==> src/rtl/nbil_pkg.sv <==
package nbil_pkg;

  // ----------------------------------------
  // Memory map of the non-volatile image
  // ----------------------------------------
  localparam logic [23:0] NBIL_BOOT_BASE = 24'h000000;
  localparam logic [23:0] NBIL_DIR_BASE = 24'h000014;
  localparam logic [23:0] NBIL_DIR_CRC_OFS = 24'h0000FC;
  localparam logic [23:0] NBIL_MFG_BASE = 24'h000100;
  localparam logic [23:0] NBIL_MFG_LEN_OFS = 24'h000102;
  localparam logic [23:0] NBIL_MFG_CFG_OFS = 24'h000114;
  localparam logic [23:0] NBIL_MFG_CFG2_OFS = 24'h000118;
  localparam logic [23:0] NBIL_PCI_ID_OFS = 24'h00012C;
  localparam logic [23:0] NBIL_PCI_SUB_OFS = 24'h000130;
  localparam logic [23:0] NBIL_PWR_DIS_OFS = 24'h000134;
  localparam logic [23:0] NBIL_PWR_CON_OFS = 24'h000138;
  localparam logic [23:0] NBIL_MFG_END = 24'h00044F;

  // ----------------------------------------
  // Header and directory layout
  // ----------------------------------------
  localparam logic [31:0] NBIL_MAGIC = 32'h669955AA;
  localparam logic [4:0] NBIL_HDR_WORDS = 5'h05;
  localparam logic [5:0] NBIL_DIR_WORDS = 6'h3B;
  localparam logic [4:0] NBIL_DIR_ENTRIES = 5'h10;
  localparam logic [15:0] NBIL_MFG_LEN = 16'h0400;
  localparam int NBIL_TYPE_HI = 31;
  localparam int NBIL_TGT_HI = 27;
  localparam int NBIL_LEN_HI = 23;
  localparam int NBIL_CFG_SWAP_BIT = 2;
  localparam int NBIL_CFG2_SMB_BIT = 12;
  localparam int NBIL_CFG2_PERST_BIT = 15;
  localparam logic [3:0] NBIL_TYPE_BOOT2 = 4'h0;
  localparam logic [3:0] NBIL_TYPE_BOOT1 = 4'hE;
  localparam logic [3:0] NBIL_TGT_MGMT = 4'h2;
  localparam logic [15:0] NBIL_ROM_BYTES = 16'h0400;
  localparam logic [31:0] NBIL_CRC_INIT = 32'hFFFFFFFF;
  localparam logic [31:0] NBIL_CRC_POLY = 32'hEDB88320;
  // Register value left after a CRC run over data followed by its stored CRC
  localparam logic [31:0] NBIL_CRC_RESIDUE = 32'hDEBB20E3;

  typedef enum logic [1:0] {
    NBIL_ERR_NONE,
    NBIL_ERR_MAGIC,
    NBIL_ERR_HDR_CRC,
    NBIL_ERR_IMG_CRC
  } nbil_err_t;

endpackage

==> src/rtl/nbil_loader.sv <==
// The register offsets and strobed register access were chosen for this implementation.
`timescale 1ns/1ps

// What this block does
// - Boot header, directory and manufacturing data sit at fixed byte ranges.
// - Multi-byte values are big-endian, most significant byte first, except CRCs, checked least significant byte first.
// - Boot header accepted only if word zero equals the magic value.
// - Header word four is the scratch pad load and start address.
// - Header word eight is code length in words, including trailing CRC.
// - Header word twelve is the physical memory offset of the code.
// - Header CRC at sixteen covers header bytes zero to fifteen.
// - After reset the loader copies boot code to scratch pad then starts it.
// - Header length covers first phase only; second phase has own header.
// - Directory holds sixteen twelve-byte entries right after the header.
// - Entry word one is load address relative to the target processor.
// - Entry bits 31 to 28 hold image type; other codes reserved.
// - Entry bits 27 to 24 select target: none, host, management.
// - Entry bits 23 to 2 hold image length with CRC, two bits reserved.
// - Entry word three is the image byte offset in memory.
// - Directory CRC at 0xFC covers directory start through 0xFB.
// - Manufacturing region has ASCII revision and length 0x400 at offset two.
// - Port swap equals config bit 2 XOR the swap strap.
// - Config bit 15 makes spare pin four follow PERST, low when asserted.
// - Config bit 12 selects SMBus 100 kHz or 400 kHz.
// - Identity and power fields are copied to the endpoint identity logic.
module nbil_loader
  import nbil_pkg::*;
(
  input wire logic clk_sys,
  input wire logic sys_rst,
  output logic [23:0] mem_addr,
  output logic mem_rd,
  input wire logic mem_vld,
  input wire logic [7:0] mem_data,
  output logic [15:0] spad_addr,
  output logic spad_wr,
  output logic [31:0] spad_data,
  output logic mgmt_start,
  output logic [31:0] mgmt_start_addr,
  input wire logic port_swap_strap,
  input wire logic perst_n,
  output logic port_swap,
  output logic spare_pin_four_out,
  output logic spare_pin_four_oe,
  output logic smbus_fast,
  output logic [31:0] id_pci,
  output logic [31:0] id_pci_sub,
  output logic [31:0] id_pwr_dis,
  output logic [31:0] id_pwr_con,
  output logic id_valid,
  output logic [15:0] dir_entry_ok,
  output logic [3:0] dir_boot2_idx,
  output logic dir_boot2_found,
  output logic [31:0] dir_boot2_ofs,
  output logic [21:0] dir_boot2_len,
  output logic load_done,
  output logic load_err,
  output logic [1:0] load_err_code,
  input wire logic [31:0] mgmt_err_clr
);

  // ----------------------------------------
  // Functions
  // ----------------------------------------
  function automatic logic [31:0] crc_byte(input logic [31:0] c, input logic [7:0] b);
    logic [31:0] r;
    r = c ^ {24'h000000, b};
    for (int i = 0; i < 8; i++) begin
      r = r[0] ? ((r >> 1) ^ NBIL_CRC_POLY) : (r >> 1);
    end
    return r;
  endfunction

  function automatic logic last_word(input logic [15:0] n, input logic [31:0] len);
    return ({16'h0000, n} + 32'h00000001) >= len;
  endfunction

  // ----------------------------------------
  // Synchronisers
  // ----------------------------------------
  logic swap_s1_q, swap_s2_q, perst_s1_q, perst_s2_q;
  always_ff @(posedge clk_sys or posedge sys_rst) begin
    if (sys_rst) begin
      swap_s1_q <= 1'b0;
      swap_s2_q <= 1'b0;
      perst_s1_q <= 1'b0;
      perst_s2_q <= 1'b0;
    end else begin
      swap_s1_q <= port_swap_strap;
      swap_s2_q <= swap_s1_q;
      perst_s1_q <= perst_n;
      perst_s2_q <= perst_s1_q;
    end
  end

  // ----------------------------------------
  // Sequencer
  // ----------------------------------------
  typedef enum {
    NBIL_S_HDR, NBIL_S_DIR, NBIL_S_MFG, NBIL_S_CODE, NBIL_S_DONE, NBIL_S_FAIL
  } nbil_state_t;
  nbil_state_t st_q;

  logic [23:0] addr_q;
  logic rd_q;
  logic [1:0] bcnt_q;
  logic [31:0] word_d, word_q;
  logic [31:0] crc_q;
  logic [15:0] wcnt_q;
  logic [31:0] hdr_q [0:3];
  logic [31:0] ent_q [0:2];
  logic [31:0] cfg_q, cfg2_q;
  logic [15:0] mfg_len_q;
  logic word_end;
  logic [31:0] code_words;
  logic crc_good;
  logic code_last;

  assign word_d = {word_q[23:0], mem_data};
  assign word_end = mem_vld && (bcnt_q == 2'h3);
  assign code_words = hdr_q[2];
  // Running CRC with the arriving byte folded in, held against the residue
  assign crc_good = (crc_byte(crc_q, mem_data) == NBIL_CRC_RESIDUE);
  assign code_last = last_word(wcnt_q, code_words);

  assign mem_addr = addr_q;
  assign mem_rd = rd_q;

  always_ff @(posedge clk_sys or posedge sys_rst) begin
    if (sys_rst) begin
      word_q <= 32'h00000000;
      bcnt_q <= 2'h0;
    end else if (mem_vld) begin
      word_q <= word_d;
      bcnt_q <= bcnt_q + 2'h1;
    end
  end

  always_ff @(posedge clk_sys or posedge sys_rst) begin
    if (sys_rst) begin
      st_q <= NBIL_S_HDR;
      addr_q <= NBIL_BOOT_BASE;
      rd_q <= 1'b1;
      wcnt_q <= 16'h0000;
      crc_q <= NBIL_CRC_INIT;
      load_err_code <= NBIL_ERR_NONE;
      for (int i = 0; i < 4; i++) begin
        hdr_q[i] <= 32'h00000000;
      end
    end else begin
      if (mem_vld) begin
        addr_q <= addr_q + 24'h000001;
        crc_q <= crc_byte(crc_q, mem_data);
      end
      case (st_q)
        NBIL_S_HDR: begin
          if (word_end) begin
            wcnt_q <= wcnt_q + 16'h0001;
            if (wcnt_q < 16'h0004) begin
              hdr_q[wcnt_q[1:0]] <= word_d;
            end
            if (wcnt_q == 16'h0000 && word_d != NBIL_MAGIC) begin
              st_q <= NBIL_S_FAIL;
              load_err_code <= NBIL_ERR_MAGIC;
              rd_q <= 1'b0;
            end else if (wcnt_q == 16'(NBIL_HDR_WORDS - 5'h01)) begin
              if (!crc_good) begin
                st_q <= NBIL_S_FAIL;
                load_err_code <= NBIL_ERR_HDR_CRC;
                rd_q <= 1'b0;
              end else begin
                st_q <= NBIL_S_DIR;
                wcnt_q <= 16'h0000;
                crc_q <= NBIL_CRC_INIT;
              end
            end
          end
        end
        NBIL_S_DIR: begin
          if (word_end) begin
            wcnt_q <= wcnt_q + 16'h0001;
            if (wcnt_q == 16'(NBIL_DIR_WORDS - 6'h01)) begin
              // Directory CRC only flags; boot code still has its own check
              load_err_code <= !crc_good ?
                NBIL_ERR_HDR_CRC : load_err_code;
              st_q <= NBIL_S_MFG;
              wcnt_q <= 16'h0000;
              addr_q <= NBIL_MFG_BASE;
            end
          end
        end
        NBIL_S_MFG: begin
          if (mem_vld && addr_q == NBIL_PWR_CON_OFS + 24'h000003) begin
            st_q <= NBIL_S_CODE;
            addr_q <= hdr_q[3][23:0];
            wcnt_q <= 16'h0000;
            crc_q <= NBIL_CRC_INIT;
          end
        end
        NBIL_S_CODE: begin
          if (word_end) begin
            wcnt_q <= wcnt_q + 16'h0001;
            if (code_last) begin
              rd_q <= 1'b0;
              if (!crc_good) begin
                st_q <= NBIL_S_FAIL;
                load_err_code <= NBIL_ERR_IMG_CRC;
              end else begin
                st_q <= NBIL_S_DONE;
              end
            end
          end
        end
        NBIL_S_DONE: rd_q <= 1'b0;
        NBIL_S_FAIL: rd_q <= 1'b0;
        default: st_q <= NBIL_S_FAIL;
      endcase
    end
  end

  // ----------------------------------------
  // Scratch pad copy
  // ----------------------------------------
  always_ff @(posedge clk_sys or posedge sys_rst) begin
    if (sys_rst) begin
      spad_wr <= 1'b0;
      spad_addr <= 16'h0000;
      spad_data <= 32'h00000000;
    end else begin
      spad_wr <= (st_q == NBIL_S_CODE) && word_end && !code_last;
      spad_addr <= hdr_q[1][15:0] + {wcnt_q[13:0], 2'b00};
      spad_data <= word_d;
    end
  end

  always_ff @(posedge clk_sys or posedge sys_rst) begin
    if (sys_rst) begin
      mgmt_start <= 1'b0;
      mgmt_start_addr <= 32'h00000000;
      load_done <= 1'b0;
    end else begin
      mgmt_start <= (st_q == NBIL_S_CODE) && crc_good && word_end && code_last;
      mgmt_start_addr <= hdr_q[1];
      load_done <= (st_q == NBIL_S_DONE);
    end
  end

  // ----------------------------------------
  // Status outputs
  // ----------------------------------------
  // Mask only hides the flag; the cause code keeps its value
  always_ff @(posedge clk_sys or posedge sys_rst) begin
    if (sys_rst) begin
      load_err <= 1'b0;
    end else begin
      load_err <= (load_err_code != NBIL_ERR_NONE) && !mgmt_err_clr[0];
    end
  end

  // Strap passes the synchroniser first, so a flip shows three cycles later
  always_ff @(posedge clk_sys or posedge sys_rst) begin
    if (sys_rst) begin
      port_swap <= 1'b0;
    end else begin
      port_swap <= cfg_q[NBIL_CFG_SWAP_BIT] ^ swap_s2_q;
    end
  end

  // ----------------------------------------
  // Directory parsing
  // ----------------------------------------
  logic [1:0] ent_w_q;
  logic [3:0] ent_i_q;
  always_ff @(posedge clk_sys or posedge sys_rst) begin
    if (sys_rst) begin
      ent_w_q <= 2'h0;
      ent_i_q <= 4'h0;
      dir_entry_ok <= 16'h0000;
      dir_boot2_found <= 1'b0;
      dir_boot2_idx <= 4'h0;
      dir_boot2_ofs <= 32'h00000000;
      dir_boot2_len <= 22'h000000;
      for (int i = 0; i < 3; i++) begin
        ent_q[i] <= 32'h00000000;
      end
    end else if (st_q == NBIL_S_DIR && word_end && wcnt_q < 16'h0030) begin
      ent_q[ent_w_q] <= word_d;
      ent_w_q <= (ent_w_q == 2'h2) ? 2'h0 : ent_w_q + 2'h1;
      if (ent_w_q == 2'h2) begin
        ent_i_q <= ent_i_q + 4'h1;
        // Entry is usable when its target is defined and length nonzero
        dir_entry_ok[ent_i_q] <= (ent_q[1][NBIL_TGT_HI -: 4] <= NBIL_TGT_MGMT) &&
          (ent_q[1][NBIL_LEN_HI:2] != 22'h000000);
        if (!dir_boot2_found && ent_q[1][NBIL_TYPE_HI -: 4] == NBIL_TYPE_BOOT2 &&
            ent_q[1][NBIL_TGT_HI -: 4] == NBIL_TGT_MGMT) begin
          dir_boot2_found <= 1'b1;
          dir_boot2_idx <= ent_i_q;
          dir_boot2_ofs <= word_d;
          dir_boot2_len <= ent_q[1][NBIL_LEN_HI:2];
        end
      end
    end
  end

  // ----------------------------------------
  // Manufacturing fields
  // ----------------------------------------
  always_ff @(posedge clk_sys or posedge sys_rst) begin
    if (sys_rst) begin
      cfg_q <= 32'h00000000;
      cfg2_q <= 32'h00000000;
      mfg_len_q <= 16'h0000;
      id_pci <= 32'h00000000;
      id_pci_sub <= 32'h00000000;
      id_pwr_dis <= 32'h00000000;
      id_pwr_con <= 32'h00000000;
      id_valid <= 1'b0;
    end else begin
      if (st_q == NBIL_S_MFG && mem_vld) begin
        case (addr_q - 24'h000003)
          NBIL_MFG_CFG_OFS: cfg_q <= word_d;
          NBIL_MFG_CFG2_OFS: cfg2_q <= word_d;
          NBIL_PCI_ID_OFS: id_pci <= word_d;
          NBIL_PCI_SUB_OFS: id_pci_sub <= word_d;
          NBIL_PWR_DIS_OFS: id_pwr_dis <= word_d;
          NBIL_PWR_CON_OFS: id_pwr_con <= word_d;
          default: ;
        endcase
        if (addr_q == NBIL_MFG_LEN_OFS + 24'h000001) begin
          mfg_len_q <= word_d[15:0];
        end
      end
      id_valid <= (st_q == NBIL_S_CODE || st_q == NBIL_S_DONE) && (mfg_len_q == NBIL_MFG_LEN);
    end
  end

  assign smbus_fast = cfg2_q[NBIL_CFG2_SMB_BIT];
  assign spare_pin_four_oe = cfg2_q[NBIL_CFG2_PERST_BIT];
  assign spare_pin_four_out = perst_s2_q;

endmodule

==> config.mk <==
export PLATFORM = sky130hd
export DESIGN_NAME = nbil_loader
export DESIGN_NICKNAME = d
export VERILOG_FILES = /design/src/rtl/nbil_pkg.sv /design/src/rtl/nbil_loader.sv
export SDC_FILE = /design/constraint.sdc
export NUM_CORES = 1
export LEC_CHECK = 0
export BUFFER_PORTS_ARGS = -buffer_cell sky130_fd_sc_hd__buf_2
export CAP_MARGIN = 5
export CORE_ASPECT_RATIO = 1.4
export CORE_UTILIZATION = 50
export CTS_CLUSTER_DIAMETER = 120
export CTS_CLUSTER_SIZE = 28
export DETAILED_ROUTE_END_ITERATION = 7
export PLACE_DENSITY = 0.7
export SLEW_MARGIN = 0
export SYNTH_ARGS = -nofsm -noshare
export SYNTH_HDL_FRONTEND = slang
export SYNTH_SLANG_ARGS = --single-unit
==> constraint.sdc <==
create_clock -name clk_sys -period 26.2 [get_ports clk_sys]
set_input_delay 3.93 -clock clk_sys [delete_from_list [all_inputs] [get_ports clk_sys]]
set_output_delay 3.93 -clock clk_sys [all_outputs]
set_load 0.005 [all_outputs]
## Word-level counts from Yosys, hierarchy flattened

Index checks and enable logic that the tools add are counted.

| operators by class | value |
|---|---|
| add/sub/neg operators | 8 |
| $lt $le $gt $ge | 10 |
| equality and inequality tests | 34 |
| muxes and demuxes | 67 |
| bitwise logic cells | 13 |
| reductions and logical operators | 46 |

Operators with widths:

| kind | count |
|---|---|
| two-way mux 32 bit | 24 |
| == test 24 x 9 -> 1 bit (second input constant) | 8 |
| one-hot mux 32 bit (5 select lines) | 1 |
| bitwise mux 128 bit | 1 |
| demux 32 bit (select 2 bit) | 2 |
| == test 32 x 3 -> 1 bit (second input constant) | 4 |
| two-way mux 16 bit | 8 |
| NOT 13 -> 14 bit | 8 |
| bitwise mux 96 bit | 1 |
| == test 32 x 2 -> 1 bit (second input constant) | 3 |
| two-way mux 24 bit | 4 |
| one-hot mux 16 bit (4 select lines) | 1 |
| one-hot mux 32 bit (2 select lines) | 1 |
| one-hot mux 24 bit (2 select lines) | 1 |
| == test 32 x 1 -> 1 bit (second input constant) | 1 |
| == test 32 bit (second input constant) | 1 |
| == test 32 x 4 -> 1 bit (second input constant) | 1 |
| >= comparator 17 x 32 -> 1 bit | 1 |
| logical NOT 32 bit | 1 |
| != test 32 x 31 -> 1 bit (second input constant) | 1 |
| bitwise XOR 32 x 8 -> 32 bit | 1 |
| adder 24 x 1 -> 24 bit (second input constant) | 1 |
| subtractor 24 x 2 -> 24 bit (second input constant) | 1 |
| nonzero test 22 bit | 1 |
| 43 further kinds | 101 |

| storage, ports and cells | value |
|---|---|
| flip-flop bits (word level) | 691 |
| input bits | 45 |
| output and inout bits | 319 |
| logic and storage cells | 220 |

## Logic depth before layout (Yosys ltp)

| depth | value |
|---|---|
| word-level depth | 23 |
| mapped depth | 16 |
| mapped depth without buffers | 15 |

## Worst setup path after synthesis

Ideal clock, no wire load.

| timing path | value |
|---|---|
| kind | input to register |
| start | input mem_data[7] |
| end | register wcnt_q[0] |
| setup time | 125 ps |
| data arrival time | 6761 ps |
| data required time | 26075 ps |
| path slack | 19314 ps |
| cell stages on the path | 11 |
| cell sequence | xnor2_2 > xnor2_2 > inv_1 > ha_1 > o211ai_1 > or4_1 > or3_1 > a2111o_1 > o31ai_4 > nor2_2 > mux2_2 |

| between the ends | value |
|---|---|
| cells in the longest elaborated chain, start to end | 16 |
| elaborated cells on any way between the ends | 18 |
| those cells by class | eq/ne (2); mux (13); bitwise (2); reduce/logical (1) |

Ends and longest elaborated chain:

| item | RTL line | RTL |
|---|---|---|
| start, declared | nbil_loader.sv:34 | `input wire logic [7:0] mem_data,` |
| bitwise XOR 32 x 8 -> 32 bit | nbil_loader.sv:67 | `r = c ^ {24'h000000, b};` |
| two-way mux 32 bit | nbil_loader.sv:69 | `r = r[0] ? ((r >> 1) ^ NBIL_CRC_POLY) : (r >> 1);` |
| NOT 13 -> 14 bit (no source line) | -- |  |
| two-way mux 32 bit (7 in series) | nbil_loader.sv:69 |  |
| == test 32 bit | nbil_loader.sv:123 | `assign crc_good = (crc_byte(crc_q, mem_data) == NBIL_CRC_RESIDUE);` |
| two-way mux 16 bit | nbil_loader.sv:167 | `if (!crc_good) begin` |
| two-way mux 16 bit | nbil_loader.sv:166 | `end else if (wcnt_q == 16'(NBIL_HDR_WORDS - 5'h01)) begin` |
| two-way mux 16 bit (*) | nbil_loader.sv:162 | `if (wcnt_q == 16'h0000 && word_d != NBIL_MAGIC) begin` |
| two-way mux 16 bit (*) | nbil_loader.sv:157 | `if (word_end) begin` |
| one-hot mux 16 bit (4 select lines) (*) | nbil_loader.sv:155 | `case (st_q)` |
| end signal, assigned | nbil_loader.sv:158 | `wcnt_q <= wcnt_q + 16'h0001;` |
| end signal, assigned | nbil_loader.sv:181 | `wcnt_q <= wcnt_q + 16'h0001;` |
| end signal, assigned | nbil_loader.sv:202 | `wcnt_q <= wcnt_q + 16'h0001;` |
| end, declared | nbil_loader.sv:109 | `logic [15:0] wcnt_q;` |

Mark *: on every way between the ends. The rest lies on a longest branch, timed or not. The select of a mux whose other input is x is not followed.
A chain may end at the register's enable or synchronous reset.

## Worst setup path after layout

Ends and elaborated chain as after synthesis.

==> key figures <==
Routing
  • Number of design-rule violations left by the first detailed-router iteration: around 750
  • TritonRoute pass-1 iters: 5
  • Avg WL per Cell: approximately 22 um
  • Via count: 14823
  • DRT antenna net count: 0
  • Wirelength, routed: between 50 and 60 mm
  • Vias/cell: 5.58
  • DRC violation count after routing: 0

Clocking
  • Source-to-sink clock delay at the later pin of the worst-skew pair: roughly 590 ps
  • Max Buffers Root-to-Sink: 3
  • Cell at the root of the clock tree: clkbuf_16
  • Clock tree from TritonCTS: done
  • Sinks on the clock net: around 540
  • Hold buffers post-CTS: 0
  • Number of H-tree branching levels: 1
  • Inserted Clock Buffers: 23
  • Clock transition time at the flip-flop clock pins of the worst setup and hold paths: around 120 ps
  • Total of cells resized after clock tree synthesis: 0
  • Post-CTS Repair Setup Buffers: 0

Timing
  • Post-Route Skew: ~40 ps
  • Slew at the pin closest to its max-slew limit: approximately 1200 ps
  • Number of failing setup endpoints in the final timing report: 0
  • Post-layout worst setup margin: between 15000 and 20000 ps
  • Setup TNS: 0 ps
  • Number of hold violations in the final report: 0
  • Max-slew violation count: 0
  • Final worst path period share: between 20% and 30%
  • Achievable Freq: approximately 0.14 GHz
  • Final critical delay including setup and external delays: roughly 7400 ps
  • Hold Slack: between 300 and 400 ps
  • Headroom to the max-slew limit: roughly a fifth
  • Unrepaired setup endpoints after global routing: no

Setup path
  • Nature of the critical path endpoint: flip-flop
  • Worst EP arrival: between 7000 and 8000 ps
  • Endpoint of the most critical setup path: wcnt_q[0]
  • Slowest cell on crit path: xnor2_2
  • Reg-to-reg critical path startpoint: mem_addr[2]
  • Worst Path Buf+Inv: 2
  • Reg2Reg Setup Slack: between 20000 and 25000 ps
  • Required time reported for the critical path endpoint: roughly 27000 ps
  • Startpoint class of the critical path: input pin
  • Total stage count of the critical path: 12
  • Critical setup path kind: in2reg
  • Endpoint of the lowest-slack register-to-register path: id_pwr_dis[15]
  • Worst-path fanout max: 14
  • Launching element of the worst setup path: mem_data[7]
  • Cell with the most instances on the worst path: xnor2_2
  • Cell type group with the largest total delay on the critical path: compound AO/OA/AOI/OAI gates
  • Largest stage delay on the critical path: 520 ps
  • Worst reg-to-reg path cell count: 9
  • Crit path cell chain: buf_2 -> xnor2_2 -> xnor2_2 -> inv_1 -> ha_1 -> o211ai_1 -> or4_1 -> or3_1 -> a2111o_1 -> o31ai_4 -> nor2_2 -> mux2_2

Cells and area
  • # nets final: ~2100
  • Fraction of final layout cells with drive strength greater than 1: slightly below 40%
  • Most common cell after layout, fill and taps aside: dfrtp_1
  • Total inserted antenna cells: 0
  • Commonest cells after routing, fill and taps aside: dfrtp_1 (505), mux2_2 (365), buf_2 (332), nand2_1 (155), xnor2_1 (73)
  • Area growth from synthesis to layout: 12.1%
  • Final design utilization: between 50% and 60%

Hold path
  • Class of the worst hold path: reg2reg

Synth
  • Post-synthesis register bit count: 538
  • Mean post-synth cell area: around 13 um^2
  • Unique cell type count in the Yosys netlist: between 70 and 80
  • Count of mapped cells out of synthesis: about 1800
  • Number of synthesized flops with an enable pin: 0
  • Syn Std Cell Area: roughly 23000 um^2
  • Yosys Warn Count: 0
  • Synth Flop Type: dfrtp_1
  • Proportion of synthesized chip area in sequential cells: a little under 60%
  • Synthesized net count: roughly 1900
  • Ys async rst share: 100%

Floorplan
  • Placement Rows: 92
  • Initial Util: 50.9%
  • Total die area: ~47000 um^2
  • Die width: approximately 180 um
  • Top-level port count: ~360
  • Core ar.: 45200 um^2
  • Die height: approximately 260 um

Power and ir drop
  • Share of power burned in combinational logic: about a third
  • Internal power contribution: between 1.5 and 2 mW
  • Seq pwr share: about 49%
  • Portion of total power attributed to the clock network: 18.3%
  • Switching power as a share of total power: around a third
  • Cell leakage power: 13.3 nW
  • Power per unit of standard cell area: 89.9 nW/um^2
  • IR drop worst, VDD: 0.0000555 V
  • NetSw: 0.799 mW

Placement
  • Number of buffers added on ports: roughly 330
  • HPWL after detailed placement: ~39 mm
  • Placer's final routability congestion estimate: between 0.9 and 1
  • Minimum setup slack after placement: between 15000 and 20000 ps

Flow run
  • Number of max-cap violations: 0

Status
  • Run status: complete, no violations

GRT
  • Overflow left after global routing: 0
  • Wire length of the first global-routing pass: about 90 mm
  • Number of antenna violations at the first check in global routing: 1
  • Pin count of the biggest net entering global routing: 144
  • Number of global-route vias before repair: roughly 15000
  • Overall global routing resource usage: between 20 and 30%
-- routing by layer --
| layer | track usage, % | vias to the layer above | routed length [um] | part of all wire (%) |
|---|---|---|---|---|
| met4 | 7.92 | 0 | 1880 | 3.3 |
| met1 | 30.6 | 7623 | 22900 | 40 |
| met5 | 0 | - | 0 | 0 |
| met2 | 44.8 | 433 | 30100 | 52 |
| li1 | - | 6656 | - | - |
| met3 | 4.13 | 111 | 2990 | 5.2 |
-- sequential cells by signal, summed over array words and instances, names as in the netlist, 32 cells and up --
signal and count:
id_pci 32, id_pwr_dis 32, spad_data 32, dir_boot2_ofs 32, crc_q 32, mgmt_start_addr 32
code_words 32, id_pci_sub 32, hdr_q 56, id_pwr_con 32
-- cell usage after synthesis (all sizes together), types with 4 or more instances --
cell type,instances,area [um^2]
dfrtp,505,12600
mux2,366,4120
nand2,156,586
xnor2,81,792
clkbuf,73,274
o21ai,72,360
nor2,47,179
ha,42,526
xor2,42,368
inv,37,139
buf,36,169
dfstp,33,867
nand3,32,160
nor3,26,130
nor4,22,144
nand4,21,131
a21oi,20,100
and3,16,100
a21o,13,97.6
nand2b,13,81.3
nor2b,11,68.8
and2,9,56.3
mux2i,8,80.1
a31oi,7,43.8
o21bai,7,52.6
or4,7,52.6
nor4b,6,52.6
or2,5,31.3
a22o,4,35.0
nor3b,4,35.0
o211ai,4,30.0
-- worst min path at each step --
stage | startpoint | to | slack, ps | cells after the start
floorplan | perst_s1_q | spare_pin_four_out | 330 | 0
global placement | swap_s1_q | swap_s2_q | 340 | 0
detailed placement | perst_s1_q | spare_pin_four_out | 340 | 0
CTS | perst_s1_q | spare_pin_four_out | 360 | 0
global route | swap_s1_q | swap_s2_q | 380 | 0
finish | perst_s1_q | spare_pin_four_out | 360 | 0
-- power by group through the flow --
stage / Combinational [mW] / Sequential, mW / Clock [mW]
final: 0.762 / 1.13 / 0.424
after global routing: 0.845 / 1.15 / 0.463
after CTS: 0.767 / 1.13 / 0.437
after detailed placement: 0.761 / 1.15 / 0
after global placement: 0.746 / 1.14 / 0
after floorplan: 0.585 / 1.09 / 0
-- metrics by stage --
stage,area (um^2),cells,power (mW)
6_report,25800,2658,2.32
2_1_floorplan,23000,1776,1.68
3_3_place_gp,25200,2623,1.89
3_5_place_dp,25200,2623,1.91
4_1_cts,25800,2658,2.34
5_1_grt,25800,2658,2.46
-- area by class of cell --
cell class / instances / area [um^2]
clock buffer: 33 / 613
clock inverter: 2 / 38.8
fill: 3801 / 19400
inverter: 37 / 146
multi-input combinational: 1092 / 8980
sequential: 538 / 13500
tap: 611 / 764
timing repair buffer: 345 / 1760
-- cell families after synthesis --
group | Yosys count | share of synthesized area, %
AOI/OAI and AO/OA | 154 | 4.20
xor gates and xnor gates | 127 | 5.44
adders and majority gates | 43 | 2.37
buffers and inverters | 146 | 2.53
DFF | 538 | 58.7
muxes | 374 | 18.2
and+or+nand+nor | 394 | 8.57
Power figures use the tool's default switching activity.
